--- src/rtl/otsc_pkg.sv ---
package otsc_pkg;

	// ----------------------------------------------------------------
	// Register indices (byte address is four times the index)
	// ----------------------------------------------------------------
	localparam logic [15:0] IDX_COARSE = 16'hA001;
	localparam logic [15:0] IDX_FINE   = 16'hA002;
	localparam logic [15:0] IDX_CLOCK_OUTPUT_CONTROL = 16'hA006;
	localparam logic [15:0] IDX_SLOW   = 16'hA007;
	localparam logic [15:0] IDX_STATUS = 16'hA008;

	// ----------------------------------------------------------------
	// Reset values and field positions
	// ----------------------------------------------------------------
	localparam logic [7:0] RST_COARSE   = 8'h01;
	localparam logic [7:0] RST_FINE     = 8'h80;
	localparam logic [7:0] RST_CLOCK_OUTPUT_CONTROL   = 8'h00;
	localparam logic [4:0] RST_SLOW     = 5'h08;
	localparam int         RATE_LSB     = 4;
	localparam int         AMP_LSB      = 2;
	localparam int         CO_EN_BIT    = 7;
	localparam int         CO_SEL_LSB   = 5;
	localparam int         SLOW_SEL_BIT = 4;

	// ----------------------------------------------------------------
	// Encodings
	// ----------------------------------------------------------------
	localparam logic [1:0] SRC_FAST    = 2'h1;
	localparam logic [1:0] SRC_LOW     = 2'h2;
	localparam logic [3:0] DIV_128K    = 4'h4;
	localparam logic [3:0] DIV_256K    = 4'h8;
	localparam logic [7:0] CODE_MAX    = 8'hFF;
	localparam logic [6:0] PEAK_BASE   = 7'h04;
	localparam logic [1:0] RESP_OKAY   = 2'h0;
	localparam logic [1:0] RESP_SLVERR = 2'h2;
	localparam logic [2:0] SEL_NONE    = 3'h0;
	localparam logic [2:0] SEL_COARSE  = 3'h1;
	localparam logic [2:0] SEL_FINE    = 3'h2;
	localparam logic [2:0] SEL_CLOCK_OUTPUT_CONTROL  = 3'h3;
	localparam logic [2:0] SEL_SLOW    = 3'h4;
	localparam logic [2:0] SEL_STATUS  = 3'h5;

	typedef enum logic [2:0] {
		SW_IDLE = 3'h1,
		SW_UP   = 3'h2,
		SW_DOWN = 3'h4
	} otsc_sweep_t;

	function automatic logic [6:0] otsc_peak(input logic [1:0] amp);
		otsc_peak = PEAK_BASE << amp;
	endfunction

	function automatic logic [2:0] otsc_decode(input logic [19:0] addr);
		if (addr == {2'h0, IDX_COARSE, 2'h0})
			otsc_decode = SEL_COARSE;
		else if (addr == {2'h0, IDX_FINE, 2'h0})
			otsc_decode = SEL_FINE;
		else if (addr == {2'h0, IDX_CLOCK_OUTPUT_CONTROL, 2'h0})
			otsc_decode = SEL_CLOCK_OUTPUT_CONTROL;
		else if (addr == {2'h0, IDX_SLOW, 2'h0})
			otsc_decode = SEL_SLOW;
		else if (addr == {2'h0, IDX_STATUS, 2'h0})
			otsc_decode = SEL_STATUS;
		else
			otsc_decode = SEL_NONE;
	endfunction

endpackage

--- src/rtl/otsc_clock_out_divide.sv ---
`timescale 1ns/100ps
module otsc_clock_out_divide (
	// Clock and reset
	input  wire logic       clk_i,
	input  wire logic       rst_i,
	// Control
	input  wire logic       en_i,
	input  wire logic       tick_i,
	input  wire logic [4:0] div_i,
	// Pin level
	output logic            clk_o
);
	logic [4:0] cnt;

	always_ff @(posedge clk_i) begin
		if (rst_i || !en_i) begin
			cnt   <= 5'h00;
			clk_o <= 1'b0;
		end else if (tick_i) begin
			if (cnt >= div_i) begin
				cnt   <= 5'h00;
				clk_o <= ~clk_o;
			end else begin
				cnt <= cnt + 5'h01;
			end
		end
	end
endmodule

--- src/rtl/otsc_sweep.sv ---
`timescale 1ns/100ps
module otsc_sweep (
	// Clock and reset
	input  wire logic       clk_i,
	input  wire logic       rst_i,
	// Fast oscillator rising edge
	input  wire logic       tick_i,
	// Settings
	input  wire logic [3:0] rate_i,
	input  wire logic [1:0] amp_i,
	input  wire logic [7:0] fine_i,
	// Oscillator code
	output logic      [7:0] code_o,
	output logic            active_o
);
	logic [3:0]               cnt;
	logic                     half;
	logic signed [6:0]        off;
	otsc_pkg::otsc_sweep_t    state;

	wire signed [6:0] peak   = $signed(otsc_pkg::otsc_peak(amp_i));
	wire              upd    = tick_i && (state != otsc_pkg::SW_IDLE) && (cnt >= rate_i - 4'h1);
	wire              at_top = off >= peak;
	wire              at_bot = off <= -peak;
	wire signed [9:0] sum    = $signed({2'h0, fine_i}) + $signed({{3{off[6]}}, off});
	// Clip rather than wrap: a wrap would jump the oscillator end to end
	wire [7:0] next_code = (sum < 0) ? 8'h00 : (sum > 10'sd255) ? otsc_pkg::CODE_MAX
		: sum[7:0];

	always_ff @(posedge clk_i) begin
		if (rst_i) begin
			state    <= otsc_pkg::SW_IDLE;
			cnt      <= 4'h0;
			half     <= 1'b0;
			off      <= 7'sd0;
			code_o   <= otsc_pkg::RST_FINE;
			active_o <= 1'b0;
		end else begin
			code_o   <= next_code;
			active_o <= state != otsc_pkg::SW_IDLE;
			if (rate_i == 4'h0) begin
				state <= otsc_pkg::SW_IDLE;
				cnt   <= 4'h0;
				half  <= 1'b0;
				off   <= 7'sd0;
			end else begin
				if (tick_i)
					cnt <= (cnt >= rate_i - 4'h1) ? 4'h0 : cnt + 4'h1;
				// Each code dwells two updates, the two ends four, for a 4*rate*(2A+1) period
				case (state)
					otsc_pkg::SW_IDLE: begin
						state <= otsc_pkg::SW_UP;
					end
					otsc_pkg::SW_UP: begin
						if (upd) begin
							half <= ~half;
							if (half && at_top)
								state <= otsc_pkg::SW_DOWN;
							else if (half)
								off <= off + 7'sd1;
						end
					end
					otsc_pkg::SW_DOWN: begin
						if (upd) begin
							half <= ~half;
							if (half && at_bot)
								state <= otsc_pkg::SW_UP;
							else if (half)
								off <= off - 7'sd1;
						end
					end
					default: begin
						state <= otsc_pkg::SW_IDLE;
					end
				endcase
			end
		end
	end
endmodule

--- src/rtl/otsc_top.sv ---
// Local design decision: the AXI4-Lite register port.
`timescale 1ns/100ps
// Behaviour
// - Sweep rate zero passes fine trim unchanged
// - Amplitude code selects peak 4/8/16/32
// - Swept code is trim plus offset, clipped
// - Rate sets fast cycles per offset update
// - Coarse and fine trim drive the oscillator
// - Fast oscillator stops in stop/sleep
// - Slow oscillator is never powered down
// - Select bit picks 256k or 128k centre
// - Low trim nibble goes to slow oscillator
// - Divider keeps low-speed clock near 32k
// - Enable bit gates the clock-output divider
// - Source select: system, fast, 32k, system
// - Output is fast or 32k source over divide plus one, system clock over twice that
module otsc_top (
	// Clock and reset
	input  wire logic        clk_i,
	input  wire logic        rst_i,
	// AXI4-Lite write address
	input  wire logic [19:0] s_axi_awaddr,
	input  wire logic        s_axi_awvalid,
	output logic             s_axi_awready,
	// AXI4-Lite write data
	input  wire logic [31:0] s_axi_wdata,
	input  wire logic [3:0]  s_axi_wstrb,
	input  wire logic        s_axi_wvalid,
	output logic             s_axi_wready,
	// AXI4-Lite write response
	output logic [1:0]       s_axi_bresp,
	output logic             s_axi_bvalid,
	input  wire logic        s_axi_bready,
	// AXI4-Lite read address
	input  wire logic [19:0] s_axi_araddr,
	input  wire logic        s_axi_arvalid,
	output logic             s_axi_arready,
	// AXI4-Lite read data
	output logic [31:0]      s_axi_rdata,
	output logic [1:0]       s_axi_rresp,
	output logic             s_axi_rvalid,
	input  wire logic        s_axi_rready,
	// Oscillator clocks seen as pins
	input  wire logic        fast_osc_clk_i,
	input  wire logic        low_speed_32k_clk_i,
	// Processor power modes
	input  wire logic        stop_mode_i,
	input  wire logic        sleep_mode_i,
	// Fast oscillator controls
	output logic [1:0]       coarse_trim_o,
	output logic [7:0]       swept_trim_output_o,
	output logic             fast_osc_enable_o,
	// Slow oscillator controls
	output logic             slow_osc_power_o,
	output logic [3:0]       slow_trim_o,
	output logic             slow_high_256k_o,
	output logic [3:0]       low_speed_div_o,
	// Clock output pin
	output logic             clock_out_o
);
	// ----------------------------------------------------------------
	// Registers
	// ----------------------------------------------------------------
	logic [7:0] coarse_trim_spread_reg;
	logic [7:0] fine_trim_value;
	logic [7:0] clock_output_reg;
	logic [4:0] slow_trim_reg;
	logic       sweep_active;

	// ----------------------------------------------------------------
	// Pin synchronisers: bit 0 fast oscillator, bit 1 32k clock
	// ----------------------------------------------------------------
	logic [1:0] sync1;
	logic [1:0] sync2;
	logic [1:0] sync3;
	logic [1:0] lvl;

	wire [1:0] agree     = ~(sync2 ^ sync3);
	wire [1:0] change    = agree & (sync2 ^ lvl);
	wire [1:0] next_lvl  = (agree & sync2) | (~agree & lvl);
	wire       fast_rise = change[0] & sync2[0];

	always_ff @(posedge clk_i) begin
		if (rst_i) begin
			sync1 <= 2'h0;
			sync2 <= 2'h0;
			sync3 <= 2'h0;
			lvl   <= 2'h0;
		end else begin
			sync1 <= {low_speed_32k_clk_i, fast_osc_clk_i};
			sync2 <= sync1;
			sync3 <= sync2;
			lvl   <= next_lvl;
		end
	end

	// ----------------------------------------------------------------
	// Field views
	// ----------------------------------------------------------------
	wire [3:0] sweep_rate       = coarse_trim_spread_reg[otsc_pkg::RATE_LSB +: 4];
	wire [1:0] sweep_amplitude  = coarse_trim_spread_reg[otsc_pkg::AMP_LSB +: 2];
	wire       clock_out_enable = clock_output_reg[otsc_pkg::CO_EN_BIT];
	wire [1:0] clock_out_source = clock_output_reg[otsc_pkg::CO_SEL_LSB +: 2];
	wire [4:0] clock_out_divide = clock_output_reg[4:0];

	assign coarse_trim_o    = coarse_trim_spread_reg[1:0];
	assign slow_trim_o      = slow_trim_reg[3:0];
	assign slow_high_256k_o = slow_trim_reg[otsc_pkg::SLOW_SEL_BIT];

	// Code 11 has no source of its own and falls back to the system clock
	wire src_tick = (clock_out_source == otsc_pkg::SRC_FAST) ? change[0]
		: (clock_out_source == otsc_pkg::SRC_LOW) ? change[1] : 1'b1;

	// ----------------------------------------------------------------
	// Write channel
	// ----------------------------------------------------------------
	logic        aw_held;
	logic [19:0] aw_addr_q;
	logic        w_held;
	logic [31:0] w_data_q;
	logic [3:0]  w_strb_q;

	wire        aw_hs       = s_axi_awvalid & s_axi_awready;
	wire        w_hs        = s_axi_wvalid & s_axi_wready;
	wire        have_aw     = aw_held | aw_hs;
	wire        have_w      = w_held | w_hs;
	wire        wr_fire     = have_aw & have_w & ~s_axi_bvalid;
	wire [19:0] wr_addr     = aw_held ? aw_addr_q : s_axi_awaddr;
	wire [31:0] wr_data     = w_held ? w_data_q : s_axi_wdata;
	wire [3:0]  wr_strb     = w_held ? w_strb_q : s_axi_wstrb;
	wire [2:0]  wr_sel      = otsc_pkg::otsc_decode(wr_addr);
	wire        wr_en       = wr_fire & wr_strb[0];
	wire        next_aw     = have_aw & ~wr_fire;
	wire        next_w      = have_w & ~wr_fire;
	wire        next_bvalid = wr_fire | (s_axi_bvalid & ~s_axi_bready);

	always_ff @(posedge clk_i) begin
		if (rst_i) begin
			aw_held       <= 1'b0;
			w_held        <= 1'b0;
			aw_addr_q     <= 20'h00000;
			w_data_q      <= 32'h00000000;
			w_strb_q      <= 4'h0;
			s_axi_awready <= 1'b0;
			s_axi_wready  <= 1'b0;
			s_axi_bvalid  <= 1'b0;
			s_axi_bresp   <= otsc_pkg::RESP_OKAY;
		end else begin
			aw_held       <= next_aw;
			w_held        <= next_w;
			s_axi_awready <= ~next_aw & ~next_bvalid;
			s_axi_wready  <= ~next_w & ~next_bvalid;
			s_axi_bvalid  <= next_bvalid;
			if (aw_hs)
				aw_addr_q <= s_axi_awaddr;
			if (w_hs) begin
				w_data_q <= s_axi_wdata;
				w_strb_q <= s_axi_wstrb;
			end
			if (wr_fire)
				s_axi_bresp <= (wr_sel == otsc_pkg::SEL_NONE) ? otsc_pkg::RESP_SLVERR
					: otsc_pkg::RESP_OKAY;
		end
	end

	always_ff @(posedge clk_i) begin
		if (rst_i) begin
			coarse_trim_spread_reg <= otsc_pkg::RST_COARSE;
			fine_trim_value        <= otsc_pkg::RST_FINE;
			clock_output_reg       <= otsc_pkg::RST_CLOCK_OUTPUT_CONTROL;
			slow_trim_reg          <= otsc_pkg::RST_SLOW;
		end else if (wr_en) begin
			if (wr_sel == otsc_pkg::SEL_COARSE)
				coarse_trim_spread_reg <= wr_data[7:0];
			if (wr_sel == otsc_pkg::SEL_FINE)
				fine_trim_value <= wr_data[7:0];
			// Source is not re-timed on change; a glitch-free switch relies on
			// software turning the output off first
			if (wr_sel == otsc_pkg::SEL_CLOCK_OUTPUT_CONTROL)
				clock_output_reg <= wr_data[7:0];
			if (wr_sel == otsc_pkg::SEL_SLOW)
				slow_trim_reg <= wr_data[4:0];
		end
	end

	// ----------------------------------------------------------------
	// Read channel
	// ----------------------------------------------------------------
	wire        ar_hs       = s_axi_arvalid & s_axi_arready;
	wire [2:0]  rd_sel      = otsc_pkg::otsc_decode(s_axi_araddr);
	wire        next_rvalid = ar_hs | (s_axi_rvalid & ~s_axi_rready);
	wire [31:0] rd_word     =
		(rd_sel == otsc_pkg::SEL_COARSE) ? {24'h000000, coarse_trim_spread_reg} :
		(rd_sel == otsc_pkg::SEL_FINE)   ? {24'h000000, fine_trim_value} :
		(rd_sel == otsc_pkg::SEL_CLOCK_OUTPUT_CONTROL) ? {24'h000000, clock_output_reg} :
		(rd_sel == otsc_pkg::SEL_SLOW)   ? {27'h0000000, slow_trim_reg} :
		(rd_sel == otsc_pkg::SEL_STATUS) ? {22'h000000, fast_osc_enable_o, sweep_active,
			swept_trim_output_o} : 32'h00000000;

	always_ff @(posedge clk_i) begin
		if (rst_i) begin
			s_axi_arready <= 1'b0;
			s_axi_rvalid  <= 1'b0;
			s_axi_rdata   <= 32'h00000000;
			s_axi_rresp   <= otsc_pkg::RESP_OKAY;
		end else begin
			s_axi_arready <= ~next_rvalid;
			s_axi_rvalid  <= next_rvalid;
			if (ar_hs) begin
				s_axi_rdata <= rd_word;
				s_axi_rresp <= (rd_sel == otsc_pkg::SEL_NONE) ? otsc_pkg::RESP_SLVERR
					: otsc_pkg::RESP_OKAY;
			end
		end
	end

	// ----------------------------------------------------------------
	// Oscillator power and slow divider
	// ----------------------------------------------------------------
	always_ff @(posedge clk_i) begin
		if (rst_i) begin
			fast_osc_enable_o <= 1'b1;
			slow_osc_power_o  <= 1'b1;
			low_speed_div_o   <= otsc_pkg::DIV_128K;
		end else begin
			fast_osc_enable_o <= ~(stop_mode_i | sleep_mode_i);
			slow_osc_power_o  <= 1'b1;
			// Twice the centre frequency needs twice the division
			low_speed_div_o   <= slow_trim_reg[otsc_pkg::SLOW_SEL_BIT] ? otsc_pkg::DIV_256K
				: otsc_pkg::DIV_128K;
		end
	end

	// ----------------------------------------------------------------
	// Sweep and clock output
	// ----------------------------------------------------------------
	otsc_sweep u_sweep (
		.clk_i    (clk_i),
		.rst_i    (rst_i),
		.tick_i   (fast_rise),
		.rate_i   (sweep_rate),
		.amp_i    (sweep_amplitude),
		.fine_i   (fine_trim_value),
		.code_o   (swept_trim_output_o),
		.active_o (sweep_active)
	);

	otsc_clock_out_divide u_clock_out_divide (
		.clk_i  (clk_i),
		.rst_i  (rst_i),
		.en_i   (clock_out_enable),
		.tick_i (src_tick),
		.div_i  (clock_out_divide),
		.clk_o  (clock_out_o)
	);
endmodule

--- config.mk ---
export PLATFORM = sky130hd
export DESIGN_NAME = otsc_top
export DESIGN_NICKNAME = d
export VERILOG_FILES = /design/src/rtl/otsc_pkg.sv /design/src/rtl/otsc_clock_out_divide.sv /design/src/rtl/otsc_sweep.sv /design/src/rtl/otsc_top.sv
export SDC_FILE = /design/constraint.sdc
export NUM_CORES = 1
export LEC_CHECK = 0
export BUFFER_PORTS_ARGS = -buffer_cell sky130_fd_sc_hd__clkbuf_2
export CELL_PAD_IN_SITES_DETAIL_PLACEMENT = 1
export CELL_PAD_IN_SITES_GLOBAL_PLACEMENT = 2
export CORE_ASPECT_RATIO = 1.2
export CORE_MARGIN = 2
export CORE_UTILIZATION = 35
export DETAILED_ROUTE_END_ITERATION = 7
export PLACE_DENSITY_LB_ADDON = 0.12
export SLEW_MARGIN = 40
export SYNTH_ARGS = -nofsm -noshare
export SYNTH_HDL_FRONTEND = slang
export SYNTH_HIERARCHICAL = 1
export SYNTH_SLANG_ARGS = --single-unit
--- constraint.sdc ---
create_clock -name clk_i -period 7.86 [get_ports clk_i]
set_input_delay 1.179 -clock clk_i [delete_from_list [all_inputs] [get_ports clk_i]]
set_output_delay 1.179 -clock clk_i [all_outputs]
set_load 0.01 [all_outputs]
# After elaboration in Yosys (flattened, before gate mapping)
# Cells that the tools add are included.
# totals
wordCells,176
regBits,144
in_bits,87
out_inout_bits,63
# classes
n_shift,1
order_cmp,6
n_mux,39
reduce_logical,21
add_sub_neg,7
bitwise,37
eq_ne,33
# op_table
op,count
20-bit by 18-bit == test with 1-bit output (second input constant),10
10-bit 2-to-1 mux,5
3-bit 2-to-1 mux,14
7-bit 2-to-1 mux,6
8-bit 2-to-1 mux,3
20-bit 2-to-1 mux,1
3-bit by 2-bit == test with 1-bit output (second input constant),5
7-bit one-hot mux with 2 select lines,1
1-bit bitwise AND,13
3-bit == test (second input constant),4
2-bit by 1-bit inequality test with 1-bit output (second input constant),6
2-bit AND reduction,6
1-bit inverter,11
9-bit by 7-bit adder with 10-bit output,1
10-bit by 9-bit greater-than comparator with 1-bit output (second input constant),1
10-bit by 1-bit less-than comparator with 1-bit output (second input constant),1
3-bit by 1-bit == test with 1-bit output (second input constant),3
3-bit one-hot mux with 3 select lines,1
4-bit 2-to-1 mux,2
7-bit by 2-bit adder with 7-bit output (second input constant),1
7-bit greater-or-equal comparator,1
7-bit less-or-equal comparator,1
7-bit negation,1
7-bit AND reduction,1
other kinds (27),45

# Logic depth before layout (Yosys ltp)
# logic_depth
word_depth,12
depth_mapped,10
depth_no_buf,10

# By module
# The synthesis kept the hierarchy.
# modules_own_cells
mod,seq_area_each_um2,area_per_inst_um2,cells_per_inst,instances
otsc_top,1761.7,4296.6,494,1
otsc_sweep,480.5,1925.6,227,1
otsc_clock_out_divide,120.1,396.6,45,1

# Worst setup path after synthesis
# Ideal clock, no wire load.
# synth_path
kind,reg-to-reg
from,register coarse_trim_spread_reg[2]
to,register u_sweep.off[6]
stages_incl_launch_ff,10
required_ns,7.789
setup_time_ns,0.071
path_buffers,0
arrival_ns,2.610
period_less_slack_ns,2.681
slack_ns,5.179
cell_sequence,dfxtp_1 > or2_2 > ha_1 > nor2b_1 > ha_1 > a311o_1 > o221a_4 > o21a_4 > or4_1 > a21oi_1
# synth_via
elab_chain_cells,6
elab_cells_between_ends,9
classes_between,add/sub: 1; order compare: 2; eq/ne: 2; shift: 1; reduce/logical: 3
# synth_rtl
item,line,source
"start, declared",otsc_top.sv:64,logic [7:0] coarse_trim_spread_reg;
"start signal, assigned",otsc_top.sv:168,coarse_trim_spread_reg <= otsc_pkg::RST_COARSE;
"start signal, assigned",otsc_top.sv:174,coarse_trim_spread_reg <= wr_data[7:0];
3-bit by 2-bit left shift with 7-bit output (*),otsc_pkg.sv:50,otsc_peak = PEAK_BASE << amp;
7-bit negation,otsc_sweep.sv:24,wire at_bot = off <= -peak;
7-bit less-or-equal comparator,otsc_sweep.sv:24,
1-bit logical AND,otsc_sweep.sv:66,if (half && at_bot)
2-bit inequality test (no line),--,
7-bit AND reduction (no line) (*),--,
"end signal, assigned",otsc_sweep.sv:60,off <= off + 7'sd1;
"end signal, assigned",otsc_sweep.sv:69,off <= off - 7'sd1;
"end, declared",otsc_sweep.sv:18,logic signed [6:0] off;
# Mark *: on every way between the ends. The rest lies on a longest branch, timed or not.
# A chain may end at the register's enable or synchronous reset.

# Worst setup path after layout
# layout_path
from,register coarse_trim_spread_reg[4]
to,register u_sweep.off[6]
# layout_via
elab_chain_cells,5
elab_cells_between_ends,8
classes_between,add/sub: 1; order compare: 1; eq/ne: 2; reduce/logical: 4
# layout_rtl
item,line,source
4-bit by 1-bit subtractor with 4-bit output,otsc_sweep.sv:22,wire upd = tick_i && (state != otsc_pkg::SW_IDLE) && (cnt >= rate_i - 4'h1);
4-bit greater-or-equal comparator,otsc_sweep.sv:22,
1-bit logical AND,otsc_sweep.sv:22,
2-bit by 1-bit inequality test with 1-bit output (no line),--,
7-bit AND reduction (no line),--,
# Parallel ways exist; a longest one is shown, timed or not.

==> flow_summary.yaml <==
run_status:
  status: "finished, final reports clean"
hold_path:
  holdPathStages: 1
  whs_endpoint: "sync2[1]$_SDFF_PP0_"
  hp-start: "sync1[1]$_SDFF_PP0_"
  hold_class: "flop to flop"
cts:
  clockBufferDepth: 2
  post-cts-setup-buffer-count: 0
  cts.clk_slew.worst_paths_ns: 0.05
  clock_sinks: 118
  cts_hold_repair.buffers: 0
  cts_tree: "done"
  clock_latency_ns: 0.41
  cts_root_buf: "clkbuf_16"
  ctsResizeCount: 0
  h-tree-depth: 4
  cts_buffers: 17
timing:
  rsz0062_at_grt: "no"
  fmax_ghz: 0.348
  setup_viol: 0
  skew_ns: 0.00771
  finalCriticalPeriod_ns: 2.88
  final.setup.tns_ns: 0
  finalHoldViolCount: 0
  tightest_slew_ns: 0.775
  drv_slew: 0
  fin_crit_sh_pct: 36.6
  slew_headroom_pct: 48.3
  fin_ws_ns: 4.98
power_and_ir_drop:
  p_per_area_nw_per_um2: 191
  power_mw: 1.48
  p_leak_nw: 3.31
  ir_drop_mv: 0.150
setup_path:
  reg2reg_from: "coarse_trim_spread_reg[4]$_SDFFE_PP0P_"
  cp_num_buf_inv: 1
  critPathSlowestCell: "or4_1"
  crit_family: "simple AND/OR/NAND/NOR gates"
  path_max_fanout: 8
  start_kind: "flop"
  r2r_cells: 9
  cp.required_ns: 8.20
  reg2reg_setup_slack_ns: 4.98
  crit_chain: "inv_1 > ha_1 > xnor2_1 > ha_1 > o21ai_0 > a21oi_1 > nand3_1 > or4_1 > a21oi_1"
  crit_path_end_kind: "flop"
  critical_path_class: "flop to flop"
  cp.arrival_ns: 3.22
  worstReg2RegEnd: "u_sweep/off[6]$_SDFFE_PP0P_"
  cpPeakStageDelay_ns: 0.59
cells_and_area:
  seq_area_um2: 2360
  drive_gt1_share_pct: 18.8
  largest_reg_flops: 20
  syn_to_final_growth_pct: 16.6
  reg_top3: "aw_addr_q x20, s_axi_rdata x10"
  nNetsFinal: 970
  regMostFlops: "aw_addr_q"
  final_core_util_pct: 41.2
  antenna_cells: 0
  multi_input_area_um2: 3910
  fillers: 2267
  fin_cells: 1116
drt:
  drt_iter0_markers: 179
  routed_via_density: 5.09
  drt_first_pass_iters: 4
  drt_wl_total_mm: 19.1
  drc_errors: 0
  num_vias: 5679
  post_drt_wl_per_cell_um: 17.1
  antenna_left: 0
grt:
  grt_pass1_vias: 5824
  grt_pass1_wl_mm: 30.4
  grt_max_degree: 77
  antenna_found_initial: 0
  grt_overflow: 0
  grt_usage_pct: 19.4
yosys:
  ys_seq_elements: 118
  ys.flop_type: "dfxtp_1"
  yosysWarnings: 6
  synth-seq-area-share_pct: 35.7
  synth-async-reset-ratio_pct: 0
  synth_edf_count: 0
  synth_area_um2: 6620
  syn_area_per_cell_um2: 8.64
  ys_types: 77
  synthCells: 766
placement:
  place_hpwl_mm: 14.7
  place_inst: 1084
  dp_slack_ns: 4.63
  numPortBuffers: 95
  gp_congestion: 0.795
floorplanning:
  ios: 150
  initial_core_util_pct: 35.4
  die_w_um: 130
  rows: 55
  die_h_um: 155
  coreArea_um2: 18700
  fp.dieArea_um2: 20000
flow_run:
  cap_violations: 0
worst max path at each step:
stage	startpoint	endpoint	slack [ns]	depth (start not counted)
CTS	coarse_trim_spread_reg[4]$_SDFFE_PP0P_	u_sweep/off[6]$_SDFFE_PP0P_	4.96	9
finish	coarse_trim_spread_reg[4]$_SDFFE_PP0P_	u_sweep/off[6]$_SDFFE_PP0P_	4.98	9
global route	coarse_trim_spread_reg[4]$_SDFFE_PP0P_	u_sweep/off[6]$_SDFFE_PP0P_	4.73	9
floorplan	coarse_trim_spread_reg[2]$_SDFFE_PP0P_	u_sweep/off[6]$_SDFFE_PP0P_	5.18	9
global placement	s_axi_awaddr[11]	clock_output_reg[0]$_SDFFE_PP0P_	4.69	6
detailed placement	s_axi_awaddr[11]	clock_output_reg[5]$_SDFFE_PP0P_	4.63	6
cells in the mapped netlist (20+ instances only):
cell type  count  area share [%]
o21ai_0       20             1.5
nand2_1       89             5.0
a21oi_1       67             5.1
nor2_1        47             2.7
inv_1         21             1.2
clkbuf_1      23             1.3
nor2b_1       21             2.0
nand2b_1      37             3.5
buf_4         29             3.3
mux2i_1       38             5.7
ha_1          34             6.4
dfxtp_1      118              36
nor3_1        20             1.5
cells by family (layout without fill, tap and decap cells):
| family | Yosys count | in the layout | share of synthesized area [%] |
|---|---|---|---|
| multiplexers | 46 | 46 | 7.20 |
| AO/OA/AOI/OAI | 165 | 165 | 16.9 |
| buffers and inverters | 81 | 150 | 6.73 |
| AND/OR/NAND/NOR | 301 | 301 | 24.1 |
| other | 2 | 27 | 0.113 |
| XOR/XNOR | 17 | 17 | 2.25 |
| adder cells (fa/ha/maj) | 36 | 36 | 7.03 |
| flip-flops | 118 | 118 | 35.7 |
report_power, final:
part           internal, mW  switching, mW
sequential            0.614         0.0141
clock                 0.457          0.279
combinational        0.0437         0.0675
total                  1.11          0.361
worst register-to-register path, stage by stage (launching register included):
cell,delay (ns)
dfxtp_1,0.42
inv_1,0.11
ha_1,0.25
xnor2_1,0.14
ha_1,0.27
o21ai_0,0.06
a21oi_1,0.46
nand3_1,0.36
or4_1,0.59
a21oi_1,0.14
area by class of cell:
class / count / share of cell area, %
clock buffer: 23 / 6.19
clock inverter: 9 / 0.989
inverter: 22 / 1.14
multi-input combinational: 592 / 50.7
sequential: 118 / 30.6
tap: 256 / 4.15
timing repair buffer: 96 / 6.26
through the flow:
step / hold WS (ns) / area [um2]
after floorplan: 0.414 / 6710
after global placement: 0.424 / 7160
after detailed placement: 0.430 / 7160
after CTS: 0.443 / 7720
after global routing: 0.470 / 7720
final: 0.437 / 7720
per-layer routing:
metal	routed length, um	track usage, %	vias up
met5	0	0	-
met4	221	5.89	0
met1	7930	22.0	2755
met3	629	3.74	16
li1	-	-	2819
met2	10300	36.2	89
cells in the final DEF, fill, tap and decap left out, types with 4 or more instances in the layout:
master,instances
xor2_1,9
nor3b_1,5
nand4_1,6
o32ai_1,4
conb_1,27
and3_1,8
clkinv_2,6
o2bb2ai_1,4
nor2b_1,21
ha_1,34
a211oi_1,11
a311oi_1,6
o211ai_1,4
o21a_1,10
nand2_1,89
nor4_1,7
or2_2,9
xnor2_1,8
mux2i_1,38
inv_1,21
nor3_1,20
mux2_2,6
clkbuf_16,17
a21o_1,6
nand3_1,18
and2_1,8
a211o_1,4
o21ai_0,20
nand2b_1,37
nor2_1,47
a21oi_1,66
dfxtp_1,118
clkbuf_2,94
Power figures use the tool's default switching activity.
